### src/common/bre_pkg.sv
// Shared constants, types and decode helpers of the boolean rung evaluator.
// Assumes one scan clock; all users import the whole package.
package bre_pkg;

  // ****************************************
  // Sizes and limits
  // ****************************************
  localparam int STK_DEPTH  = 8;
  localparam int DEPTH_W    = 4;
  localparam int WORD_W     = 16;
  localparam int BIT_W      = 4;
  localparam int MEM_ADDR_W = 16;
  localparam int IMG_ADDR_W = 11;

  // Highest point of each image space
  localparam logic [IMG_ADDR_W-1:0] IO_MAX    = 11'h1ff; // Octal 777
  localparam logic [IMG_ADDR_W-1:0] RELAY_MAX = 11'h3ff; // Octal 1777
  localparam logic [IMG_ADDR_W-1:0] TIMER_MAX = 11'h0ff; // Octal 377
  localparam logic [IMG_ADDR_W-1:0] TALLY_MAX = 11'h07f; // Octal 177

  // Value of the stack depth after reset
  localparam logic [DEPTH_W-1:0] DEPTH_RST = 4'h0;

  // ****************************************
  // Enumerations
  // ****************************************
  typedef enum logic [3:0] {
    OP_OPEN_START, OP_CLOSED_START, OP_BIT_START, OP_INV_BIT_START,
    OP_PAR, OP_PAR_INV, OP_PAR_BIT, OP_PAR_INV_BIT,
    OP_SER, OP_SER_INV, OP_SER_BIT, OP_SER_INV_BIT,
    OP_SER_MERGE, OP_PAR_MERGE, OP_RUNG_CLEAR
  } bre_op_type;

  typedef enum logic [2:0] {
    SPC_INPUT, SPC_OUTPUT, SPC_RELAY, SPC_STAGE, SPC_TIMER, SPC_TALLY, SPC_FLAG
  } bre_space_type;

  typedef enum logic [2:0] {
    STK_NONE, STK_PUSH, STK_AND, STK_OR, STK_MERGE_AND, STK_MERGE_OR, STK_CLEAR
  } bre_stk_cmd_type;

  typedef enum logic [2:0] {
    GRP_START, GRP_PAR, GRP_SER, GRP_MERGE_AND, GRP_MERGE_OR, GRP_CLEAR
  } bre_grp_type;

  typedef struct packed {
    bre_grp_type grp;
    logic        bit_op;
    logic        inv;
  } bre_dec_type;

  // ****************************************
  // Helpers
  // ****************************************
  // Splits an opcode into group, word-bit operand and inversion
  function automatic bre_dec_type bre_decode(input bre_op_type op);
    bre_dec_type d;
    d = '{GRP_CLEAR, 1'b0, 1'b0};
    case (op)
      OP_OPEN_START:    d = '{GRP_START, 1'b0, 1'b0};
      OP_CLOSED_START:  d = '{GRP_START, 1'b0, 1'b1};
      OP_BIT_START:     d = '{GRP_START, 1'b1, 1'b0};
      OP_INV_BIT_START: d = '{GRP_START, 1'b1, 1'b1};
      OP_PAR:           d = '{GRP_PAR, 1'b0, 1'b0};
      OP_PAR_INV:       d = '{GRP_PAR, 1'b0, 1'b1};
      OP_PAR_BIT:       d = '{GRP_PAR, 1'b1, 1'b0};
      OP_PAR_INV_BIT:   d = '{GRP_PAR, 1'b1, 1'b1};
      OP_SER:           d = '{GRP_SER, 1'b0, 1'b0};
      OP_SER_INV:       d = '{GRP_SER, 1'b0, 1'b1};
      OP_SER_BIT:       d = '{GRP_SER, 1'b1, 1'b0};
      OP_SER_INV_BIT:   d = '{GRP_SER, 1'b1, 1'b1};
      OP_SER_MERGE:     d = '{GRP_MERGE_AND, 1'b0, 1'b0};
      OP_PAR_MERGE:     d = '{GRP_MERGE_OR, 1'b0, 1'b0};
      default:          d = '{GRP_CLEAR, 1'b0, 1'b0};
    endcase
    return d;
  endfunction

  // Highest legal point number of an image space
  function automatic logic [IMG_ADDR_W-1:0] bre_space_max(input bre_space_type s);
    logic [IMG_ADDR_W-1:0] m;
    m = IO_MAX;
    case (s)
      SPC_RELAY, SPC_STAGE: m = RELAY_MAX;
      SPC_TIMER:            m = TIMER_MAX;
      SPC_TALLY:            m = TALLY_MAX;
      default:              m = IO_MAX;
    endcase
    return m;
  endfunction

endpackage

### src/common/bre_stk_if.sv
// Carrier between the rung sequencer and the boolean stack.
// Assumes both ends run on the same scan clock.
interface bre_stk_if;
  import bre_pkg::*;

  bre_stk_cmd_type      cmd;
  logic                 val;
  logic                 top;
  logic [DEPTH_W-1:0]   depth;

  modport ctl (output cmd, output val, input top, input depth);
  modport stk (input cmd, input val, output top, output depth);
endinterface

### src/rtl/bre_stack.sv
// Boolean stack of branch values with push, combine and merge commands.
// Assumes the controller never issues a command the depth cannot serve.
module bre_stack
  import bre_pkg::*;
#(
  parameter int DEPTH = STK_DEPTH
) (
  input  wire logic i_ref_clk,
  input  wire logic i_rst_n,
  bre_stk_if.stk    stk
);

  // ****************************************
  // State
  // ****************************************
  typedef struct packed {
    logic [DEPTH-1:0]   lvl;
    logic [DEPTH_W-1:0] depth;
  } bre_stk_state_type;

  bre_stk_state_type q;
  bre_stk_state_type n;

  initial begin
    if (DEPTH < 2 || DEPTH > 15) begin
      $error("bre_stack: DEPTH must lie in 2..15");
    end
  end

  // ****************************************
  // Next state
  // ****************************************
  always_comb begin
    n = q;
    case (stk.cmd)
      STK_PUSH: begin
        n.lvl   = {q.lvl[DEPTH-2:0], stk.val};
        n.depth = q.depth + 4'h1;
      end
      STK_AND: n.lvl[0] = q.lvl[0] & stk.val;
      STK_OR:  n.lvl[0] = q.lvl[0] | stk.val;
      STK_MERGE_AND: begin
        n.lvl    = {1'b0, q.lvl[DEPTH-1:1]};
        n.lvl[0] = q.lvl[0] & q.lvl[1];
        n.depth  = q.depth - 4'h1;
      end
      STK_MERGE_OR: begin
        n.lvl    = {1'b0, q.lvl[DEPTH-1:1]};
        n.lvl[0] = q.lvl[0] | q.lvl[1];
        n.depth  = q.depth - 4'h1;
      end
      STK_CLEAR: begin
        n.lvl   = '0;
        n.depth = DEPTH_RST;
      end
      default: n = q;
    endcase
  end

  // Registers the whole stack
  always_ff @(posedge i_ref_clk or negedge i_rst_n) begin
    if (!i_rst_n) begin
      q <= '0;
    end else begin
      q <= n;
    end
  end

  assign stk.top   = q.lvl[0];
  assign stk.depth = q.depth;
endmodule

### src/rtl/bre_rung_eval.sv
// Boolean rung evaluator: sequences contact instructions, fetches operands
// and drives the boolean stack.
// Assumes an external image/word store answering each read with an ack.
//
// Contract
// - An open-contact start pushes a new branch equal to the addressed image point.
// - A closed-contact start pushes the complement of the addressed point.
// - A bit-contact start pushes one bit 0..15 of a word, addressed directly or via pointer.
// - An inverted bit-contact start pushes the complement of the selected word bit.
// - A parallel contact ORs the top branch with the addressed point.
// - An inverted parallel contact ORs the top branch with the point's complement.
// - A parallel bit contact ORs the top branch with the selected word bit.
// - An inverted parallel bit contact ORs the top with the complemented word bit.
// - A series contact ANDs the top branch with the addressed point.
// - An inverted series contact ANDs the top branch with the point's complement.
// - A series bit contact ANDs the top branch with the selected word bit.
// - An inverted series bit contact ANDs the top with the complemented word bit.
// - A series branch merge ANDs the newest branch with the one opened before it.
// - A parallel branch merge ORs the newest branch with the one opened before it.
// - Branches sit on an eight-level stack where each start pushes and shifts down.
// - Branch merges combine the top two levels and lower the depth by one.
module bre_rung_eval
  import bre_pkg::*;
#(
  parameter int STACK_DEPTH = STK_DEPTH
) (
  input  wire logic                           i_ref_clk,
  input  wire logic                           i_rst_n,
  input  wire logic                           i_instr_valid,
  input  wire bre_pkg::bre_op_type            i_instr_op,
  input  wire bre_pkg::bre_space_type         i_instr_space,
  input  wire logic [bre_pkg::MEM_ADDR_W-1:0] i_instr_addr,
  input  wire logic [bre_pkg::BIT_W-1:0]      i_instr_bit,
  input  wire logic                           i_instr_indirect,
  output logic                                o_busy,
  output logic                                o_rd_req,
  output logic                                o_rd_word,
  output bre_pkg::bre_space_type              o_rd_space,
  output logic [bre_pkg::MEM_ADDR_W-1:0]      o_rd_addr,
  input  wire logic                           i_rd_ack,
  input  wire logic                           i_rd_bit,
  input  wire logic [bre_pkg::WORD_W-1:0]     i_rd_data,
  output logic                                o_done,
  output logic                                o_error,
  output logic                                o_result,
  output logic [bre_pkg::DEPTH_W-1:0]         o_depth
);

  // ****************************************
  // Types and state
  // ****************************************
  typedef enum logic [1:0] {ST_IDLE, ST_PTR, ST_READ, ST_APPLY} bre_state_type;

  typedef struct packed {
    bre_state_type          st;
    bre_grp_type            grp;
    logic                   bit_op;
    logic                   inv;
    logic [BIT_W-1:0]       bsel;
    bre_stk_cmd_type        cmd;
    logic                   val;
    logic                   busy;
    logic                   rd_req;
    logic                   rd_word;
    bre_space_type          rd_space;
    logic [MEM_ADDR_W-1:0]  rd_addr;
    logic                   err;
    logic                   err_out;
    logic                   done;
  } bre_ctl_type;

  localparam logic [DEPTH_W-1:0] FULL_DEPTH = DEPTH_W'(STACK_DEPTH);
  localparam logic [DEPTH_W-1:0] ONE_LEVEL  = 4'h1;
  localparam logic [DEPTH_W-1:0] TWO_LEVELS = 4'h2;

  bre_ctl_type     q;
  bre_ctl_type     n;
  bre_dec_type     dec;
  logic            take;
  logic            sel_bit;
  logic            operand;

  bre_stk_if stk_bus ();

  initial begin
    if (STACK_DEPTH < 2 || STACK_DEPTH > 15) begin
      $error("bre_rung_eval: STACK_DEPTH must lie in 2..15");
    end
    if (MEM_ADDR_W != WORD_W) begin
      $error("bre_rung_eval: pointer words must hold a full address");
    end
  end

  // ****************************************
  // Operand selection
  // ****************************************
  // Instruction taken only while idle; word bit or image point as operand
  assign take    = (q.st == ST_IDLE) && i_instr_valid;
  assign dec     = bre_decode(i_instr_op);
  assign sel_bit = i_rd_data[q.bsel];
  assign operand = q.bit_op ? sel_bit : i_rd_bit;

  // ****************************************
  // Sequencer
  // ****************************************
  always_comb begin
    n        = q;
    n.rd_req = 1'b0;
    n.done   = 1'b0;
    n.cmd    = STK_NONE;
    case (q.st)
      ST_IDLE: begin
        if (take) begin
          n.busy   = 1'b1;
          n.grp    = dec.grp;
          n.bit_op = dec.bit_op;
          n.inv    = dec.inv;
          n.bsel   = i_instr_bit;
          n.err    = 1'b0;
          n.st     = ST_APPLY;
          case (dec.grp)
            GRP_START: n.err = (stk_bus.depth >= FULL_DEPTH);
            GRP_PAR, GRP_SER: n.err = (stk_bus.depth < ONE_LEVEL);
            GRP_MERGE_AND: begin
              n.err = (stk_bus.depth < TWO_LEVELS);
              n.cmd = n.err ? STK_NONE : STK_MERGE_AND;
            end
            GRP_MERGE_OR: begin
              n.err = (stk_bus.depth < TWO_LEVELS);
              n.cmd = n.err ? STK_NONE : STK_MERGE_OR;
            end
            GRP_CLEAR: n.cmd = STK_CLEAR;
            default: n.err = 1'b1;
          endcase
          if (!n.err && (dec.grp == GRP_START || dec.grp == GRP_PAR ||
                         dec.grp == GRP_SER)) begin
            // word fetch for bit contacts, via pointer when indirect; otherwise a range-checked point read
            if (dec.bit_op) begin
              n.rd_addr = i_instr_addr;
              n.rd_word = 1'b1;
              n.rd_req  = 1'b1;
              n.st      = i_instr_indirect ? ST_PTR : ST_READ;
            end else if (i_instr_addr > MEM_ADDR_W'(bre_space_max(i_instr_space))) begin
              n.err = 1'b1;
            end else begin
              n.rd_space = i_instr_space;
              n.rd_addr  = i_instr_addr;
              n.rd_word  = 1'b0;
              n.rd_req  = 1'b1;
              n.st      = ST_READ;
            end
          end
        end
      end
      ST_PTR: begin
        // Pointer word names the word that holds the bit
        if (i_rd_ack) begin
          n.rd_addr = i_rd_data;
          n.rd_req  = 1'b1;
          n.st      = ST_READ;
        end
      end
      ST_READ: begin
        if (i_rd_ack) begin
          n.val = operand ^ q.inv;
          n.st  = ST_APPLY;
          case (q.grp)
            GRP_START: n.cmd = STK_PUSH;
            GRP_PAR:   n.cmd = STK_OR;
            GRP_SER:   n.cmd = STK_AND;
            default:   n.cmd = STK_NONE;
          endcase
        end
      end
      ST_APPLY: begin
        // Stack updates on this edge, result shows with done
        n.done    = 1'b1;
        n.err_out = q.err;
        n.busy    = 1'b0;
        n.st      = ST_IDLE;
      end
      default: n.st = ST_IDLE;
    endcase
    if (q.st != ST_APPLY) begin
      n.err_out = 1'b0;
    end
  end

  // Registers the sequencer state
  always_ff @(posedge i_ref_clk or negedge i_rst_n) begin
    if (!i_rst_n) begin
      q <= '0;
    end else begin
      q <= n;
    end
  end

  // ****************************************
  // Stack and outputs
  // ****************************************
  assign stk_bus.cmd = q.cmd;
  assign stk_bus.val = q.val;

  bre_stack #(
    .DEPTH (STACK_DEPTH)
  ) u_stack (
    .i_ref_clk (i_ref_clk),
    .i_rst_n   (i_rst_n),
    .stk       (stk_bus.stk)
  );

  // All driven straight from flops
  assign o_busy     = q.busy;
  assign o_rd_req   = q.rd_req;
  assign o_rd_word  = q.rd_word;
  assign o_rd_space = q.rd_space;
  assign o_rd_addr  = q.rd_addr;
  assign o_done     = q.done;
  assign o_error    = q.err_out;
  assign o_result   = stk_bus.top;
  assign o_depth    = stk_bus.depth;
endmodule

### config.mk
export PLATFORM = sky130hd
export DESIGN_NAME = bre_rung_eval
export DESIGN_NICKNAME = d
export VERILOG_FILES = /design/src/common/bre_pkg.sv /design/src/common/bre_stk_if.sv /design/src/rtl/bre_stack.sv /design/src/rtl/bre_rung_eval.sv
export SDC_FILE = /design/constraint.sdc
export NUM_CORES = 1
export LEC_CHECK = 0
export BUFFER_PORTS_ARGS = -buffer_cell sky130_fd_sc_hd__buf_2
export CAP_MARGIN = 20
export CORE_MARGIN = 1.5
export CORE_UTILIZATION = 35
export DETAILED_ROUTE_END_ITERATION = 16
export SLEW_MARGIN = 20
export SYNTH_ARGS = -nofsm -noshare
export SYNTH_HDL_FRONTEND = slang
export SYNTH_SLANG_ARGS = --single-unit
### constraint.sdc
create_clock -name i_ref_clk -period 3.6 [get_ports i_ref_clk]
set_clock_uncertainty 0.15 [all_clocks]
set_input_delay 0.54 -clock i_ref_clk [delete_from_list [all_inputs] [get_ports i_ref_clk]]
set_output_delay 0.54 -clock i_ref_clk [all_outputs]
set_load 0.01 [all_outputs]
# Word level (Yosys, flattened, before mapping)
# Memory sizes are Yosys's and may differ from the RTL's.
# Cells that the tools add are included.
[word_totals]
register_bits = 52
romBits = 80
word_cells = 127
memories = 1
[memory_table]
columns = ["memory", "words", "word_bits", "rd", "rd_clocked_by_memory_dff", "wr", "line", "source"]
rows = [
  ["(name not given)", 16, 5, 1, 0, 0, "bre_pkg.sv:59", "case (op)"],
]
[classes]
add_sub_neg = 2
order_cmp = 5
eq_ne = 27
n_mux = 43
n_bitwise = 7
n_reduce_logical = 24
[ops]
columns = ["op", "count"]
rows = [
  ["2-to-1 mux 11 bit", 4],
  ["2-to-1 mux 16 bit", 2],
  ["case mux 16 bit (2 select lines)", 1],
  ["case mux 10 bit (3 select lines)", 1],
  ["2-to-1 mux 23 bit", 1],
  ["2-to-1 mux 22 bit", 1],
  ["equality test 3 x 2 -> 1 bit, second input constant", 7],
  ["equality test 3 bit, second input constant", 7],
  ["2-to-1 mux 21 bit", 1],
  ["case mux 7 bit (3 select lines)", 1],
  ["> comparator 16 x 11 -> 1 bit", 1],
  ["2-to-1 mux 14 bit", 1],
  ["2-to-1 mux 2 bit", 7],
  ["case mux 4 bit (3 select lines)", 1],
  ["!= test 2 bit, second input constant", 5],
  ["AND reduction 5 bit", 2],
  ["equality test 3 x 1 -> 1 bit, second input constant", 3],
  ["2-to-1 mux 1 bit", 9],
  ["2-to-1 mux 3 bit", 3],
  ["case mux 3 bit (3 select lines)", 1],
  ["case mux 2 bit (4 select lines)", 1],
  ["OR reduction 2 bit", 4],
  ["zero test 3 bit", 2],
  ["case mux 1 bit (6 select lines)", 1],
  ["30 further kinds", 41],
]

# Longest topological paths before layout
# An unclocked memory read counts as a cell.
[logic_depth]
depth_word = 17
depth_mapped = 11
depth_no_buf = 9

# Cells and area by module
# A second synthesis with hierarchy kept.
[unflattened]
hier_cells = 323
area_unflattened_um2 = 3270.6
[by_module_without_submodules]
columns = ["mod", "instances", "cells_per_inst", "area_each_um2"]
rows = [
  ["bre_rung_eval", 1, 246, 2529.9],
  ["bre_stack", 1, 77, 740.7],
]

# Worst setup path after synthesis
# Ideal clock, no wire load.
[synth_path]
kind = "input to register"
from = "input port i_instr_space[2]"
to = "register q, in the netlist o_rd_addr[10]"
setup_time_ns = 0.125
t_arrival_ns = 2.707
slack_ns = 0.618
path_stages = 10
path_cell_list = "inv_1 ha_1 inv_1 ha_1 or4bb_1 nor4_4 a211oi_2 o31ai_4 buf_12 mux2_4"
[synth_between]
elab_chain_len = 10
word_cells_on_any_way = 13
cone_classes = "order compare: 1; eq/ne: 5; mux: 5; reduce/logical: 2"
[synth_lines]
columns = ["item", "line", "source"]
rows = [
  ["start, declared", "bre_rung_eval.sv:31", "input wire bre_pkg::bre_space_type i_instr_space,"],
  ["equality test 3 x 2 -> 1 bit", "bre_pkg.sv:83", "case (s)"],
  ["OR reduction 2 bit", "bre_pkg.sv:83", ""],
  ["case mux 10 bit (3 select lines) *", "bre_pkg.sv:83", ""],
  ["2-to-1 mux 11 bit *", "bre_rung_eval.sv:138", "if (dec.bit_op) begin"],
  ["2-to-1 mux 11 bit *", "bre_rung_eval.sv:135", "if (!n.err && (dec.grp == GRP_START || dec.grp == GRP_PAR ||"],
  ["2-to-1 mux 11 bit *", "bre_rung_eval.sv:113", "if (take) begin"],
  ["2-to-1 mux 11 bit *", "bre_rung_eval.sv:111", "case (q.st)"],
  ["> comparator 16 x 11 -> 1 bit *", "bre_rung_eval.sv:143", "end else if (i_instr_addr > MEM_ADDR_W'(bre_space_max(i_instr_space))) begin"],
  ["!= test 3 bit (no source line) *", "n/a", ""],
  ["AND reduction 5 bit (no source line) *", "n/a", ""],
  ["end signal, assigned", "bre_rung_eval.sv:194", "q <= n;"],
  ["end, declared", "bre_rung_eval.sv:76", "bre_ctl_type q;"],
]
# Mark *: on every way between the ends. The rest lies on a longest branch, timed or not. The select of a mux whose other input is x is not followed.
# A chain may end at the register's enable or synchronous reset.

# Final worst setup path
[layout_path]
from = "register u_stack.q, in the netlist u_stack.stk.depth[1]"
to = "register q, in the netlist o_rd_addr[1]"
[layout_between]
elab_chain_len = 8
word_cells_on_any_way = 10
cone_classes = "order compare: 3; eq/ne: 1; mux: 3; reduce/logical: 3"
[layout_lines]
columns = ["item", "line", "source"]
rows = [
  ["start, declared", "bre_stack.sv:21", "bre_stk_state_type q;"],
  ["start signal, assigned", "bre_stack.sv:65", "q <= n;"],
  ["less-than comparator 4 x 2 -> 1 bit (tied with other cells)", "bre_rung_eval.sv:125, bre_rung_eval.sv:129", ""],
  ["case mux 1 bit (4 select lines) *", "bre_rung_eval.sv:121", "case (dec.grp)"],
  ["2-to-1 mux 1 bit *", "bre_rung_eval.sv:113", ""],
  ["2-to-1 mux 1 bit *", "bre_rung_eval.sv:111", ""],
  ["zero test 1 bit *", "bre_rung_eval.sv:135", ""],
  ["logical AND 1 bit *", "bre_rung_eval.sv:135", ""],
  ["!= test 2 x 1 -> 1 bit (no source line) *", "n/a", ""],
  ["AND reduction 5 bit (no source line) *", "n/a", ""],
]
# Marks and branches as above.

==> summary.md <==
| Metric | Value |
|---|---|
| Status | complete, no violations |
| Crit path arrival time | 3.02 ns |
| Sw Pwr | 0.00102 W |
| Placer Congestion | 0.839 |
| Logic pwr share | 44.2% |
| CTS Root Buffer Type | clkbuf_8 |
| Leak | 1.86 nW |
| Syn_area_per_cell | 10.1 um2 |
| Largest net degree at the start of global routing | 40 |
| Hold Path Class | in2async |
| Die W | 101 um |
| Syn_nets | 400 |
| Final period util | 82.7% |
| Post-Syn Instances | 337 |
| Area grow syn2layout | 10.6% |
| Routed vias | 2,674 |
| Worst Setup End Kind | flip-flop |
| Ant. Diodes | 0 |
| Final Hold Viols | 0 |
| Asr flop ratio synth | 100% |
| Startpoint class of the critical path | flip-flop |
| DRC violations left | 0 |
| Final nets | 448 |
| Sequential power share | 41.9% |
| Largest area contributor in the netlist | dfrtp_1 |
| DPL Wire Length | 5960 um |
| GR Layer Usage met3 | 2.83% |
| Initial core utilization | 36.4% |
| Setup TNS | 0 ns |
| GRT Max-Usage Layer | met2 |
| Power Total | 0.00258 W |
| Clock tree sinks | 52 |
| Worst slew pin tran | 0.904 ns |
| Clock share of power | 13.9% |
| Slew HR | 39.8% |
| Final Max Slew Viols | 0 |
| Top post-synthesis cells by area | dfrtp_1 38%, ha_1 5.2%, buf_4 5.1% |
| WL per Instance | 15.5 um |
| Clk buf depth | 2 |
| Post-synth EDFFs | 0 |
| Worst EP required | 3.64 ns |
| Share of cells above drive strength 1 | 32.9% |
| Post-synthesis cell area | 3390 um2 |
| Vias in the first global route | 2,655 |
| Clock Latency Late Sink | 0.31 ns |
| GRT Resource Usage Total | 16.4% |
| CTS Hold Bufs | 0 |
| Setup repair bufs after CTS | 0 |
| Row cnt | 35 |
| RSZ-0062 raised after global routing | no |
| Vias/cell | 5.19 |
| Flops & latches, synth | 52 |
| Power per cell area | 687 nW/um2 |
| Global-route met1 utilization | 22.8% |
| Initial drt markers | 146 |
| Grt met2 use | 25.5% |
| Final ANT Viol Nets | 0 |
| DRT Pass-1 Iters | 4 |
| PortBufs | 77 |
| DRT Wirelength | 7970 um |
| Placed instance area | 3650 um2 |
| Die area | 10,300 um2 |
| CP max FO | 19 |
| CTS tree | built |
| Total global routing overflow | 0 |
| Top_reg_cell synth | dfrtp_1 |
| Sw frac | 39.6% |
| Clock transition at the registers of the reported paths | 0.11 ns |
| Post-Route Utilization | 40.2% |
| Num CTS Buffers | 5 |
| Antenna violations before repair | 0 |
| First-pass GRT wire length | 13,300 um |
| Height of the die | 101 um |
| Library cells used by synthesis | 58 |
| Synth Warn # | 0 |
| VDD IR max | 0.282 mV |
| I/O pin cnt | 78 |
| Kind of critical path | reg2reg |
| H-tree Lvls | 2 |
| Fin crit period | 2.98 ns |
| Synth top area share | 38.4% |
| Register area share after synthesis | 38.4% |
| Post-route cell area | 3750 um2 |
| Int Pwr | 0.00156 W |
| Final setup viols | 0 |
| Max Cap Violations | 0 |
| Core Footprint | 9330 um2 |
| FMAX | 336 MHz |
| CTS resizes | 0 |
[sequential cells by signal, indices dropped and copies added, names as in the netlist]
register,flops
o_rd_space,3
o_busy,1
q,12
o_rd_addr,16
stk_bus.cmd,3
u_stack.stk.top,1
o_rd_req,1
u_stack.stk.depth,4
o_rd_word,1
stk_bus.val,1
o_done,1
u_stack.q,7
o_error,1
[worst max-delay path, cell delays in order (launching register included)]
cell,delay (ns)
dfrtp_1,0.52
inv_1,0.10
ha_1,0.23
nor4bb_1,0.17
a211oi_2,0.45
nand2_4,0.25
o31ai_4,0.28
buf_4,0.31
mux2_2,0.37
[cells in the final DEF, fill, tap and decap left out, types with 3 or more instances in the layout]
cell and n:
mux2_4 10, a22oi_1 7, xor2_1 3, nand3_1 7, mux4_2 4, o21ai_0 21, inv_1 30, buf_4 5
mux2_2 14, nand2_1 34, nand4_1 5, nor2b_1 11, ha_1 14, buf_2 77, dfrtp_1 52, a21oi_1 14
o41ai_1 16, nor2_1 10, clkbuf_8 6
[power by group through the flow]
stage          sequential (W)  combinational, W  clock [W]
6_report              0.00108           0.00114   0.000359
2_1_floorplan         0.00101           0.00103          0
5_1_grt               0.00113           0.00127   0.000399
4_1_cts               0.00108           0.00115   0.000371
3_5_place_dp          0.00109           0.00114          0
3_3_place_gp          0.00109           0.00111          0
[synth_stat cells (3+ instances only)]
library cell  number
a21oi_1           14
buf_4             23
nor2b_1           11
clkbuf_1           8
o41ai_1           16
mux4_2             4
o21ai_0           21
xor2_1             3
ha_1              14
mux2_2            14
mux2_4            10
nor2_1            10
nand3_1            7
inv_1             30
nand4_1            5
clkbuf_8           5
nand2_1           34
a22oi_1            7
dfrtp_1           52
[worst paths after layout]
check | depth (start not counted) | to | slack [ns] | from
worst min register to register | 1 | o_rd_word | 0.36 | o_rd_word
worst max register to register | 8 | o_rd_addr[1] | 0.62 | u_stack.stk.depth[1]
worst max-delay path | 8 | o_rd_addr[1] | 0.62 | u_stack.stk.depth[1]
min in group i_ref_clk | 2 | q[29] | 0.31 | i_instr_bit[0]
worst min-delay path | 1 | q[33] | 0.21 | i_rst_n
max in group asynchronous | 2 | stk_bus.cmd[2] | 2.35 | i_rst_n
[stage by stage]
stage | std cells | setup slack [ns] | hold slack, ns
floorplan | 337 | 0.618 | 0.0944
global placement | 507 | 0.445 | 0.320
detailed placement | 507 | 0.356 | 0.330
CTS | 515 | 0.614 | 0.227
global route | 515 | 0.439 | 0.274
finish | 515 | 0.622 | 0.210
[logic make-up (layout without fill, tap and decap cells)]
group,Yosys count,in the layout,share of synthesized area (%)
AND/OR/NAND/NOR,88,88,14.1
adder cells (fa/ha/maj),14,14,5.17
AO/OA/AOI/OAI,78,78,16.2
XOR/XNOR,4,4,1.03
buffers and inverters,71,120,12.8
multiplexers,30,30,12.3
flip-flops,52,52,38.4
[final cells by class]
class / instances / area [um2]
fillers: 926 / 5580
multi-input cells: 214 / 1660
flip-flops and latches: 52 / 1300
repair buffers: 82 / 423
well taps: 129 / 161
inverters: 30 / 113
clock buffers: 6 / 82.6
clock inverters: 2 / 15.0
[routing by layer]
metal | up-vias | wire [um]
met2 | 76 | 3710
met1 | 1312 | 3730
met5 | - | 0
met3 | 14 | 374
li1 | 1272 | -
met4 | 0 | 161
No activity file was read; power rests on OpenSTA's default activity.
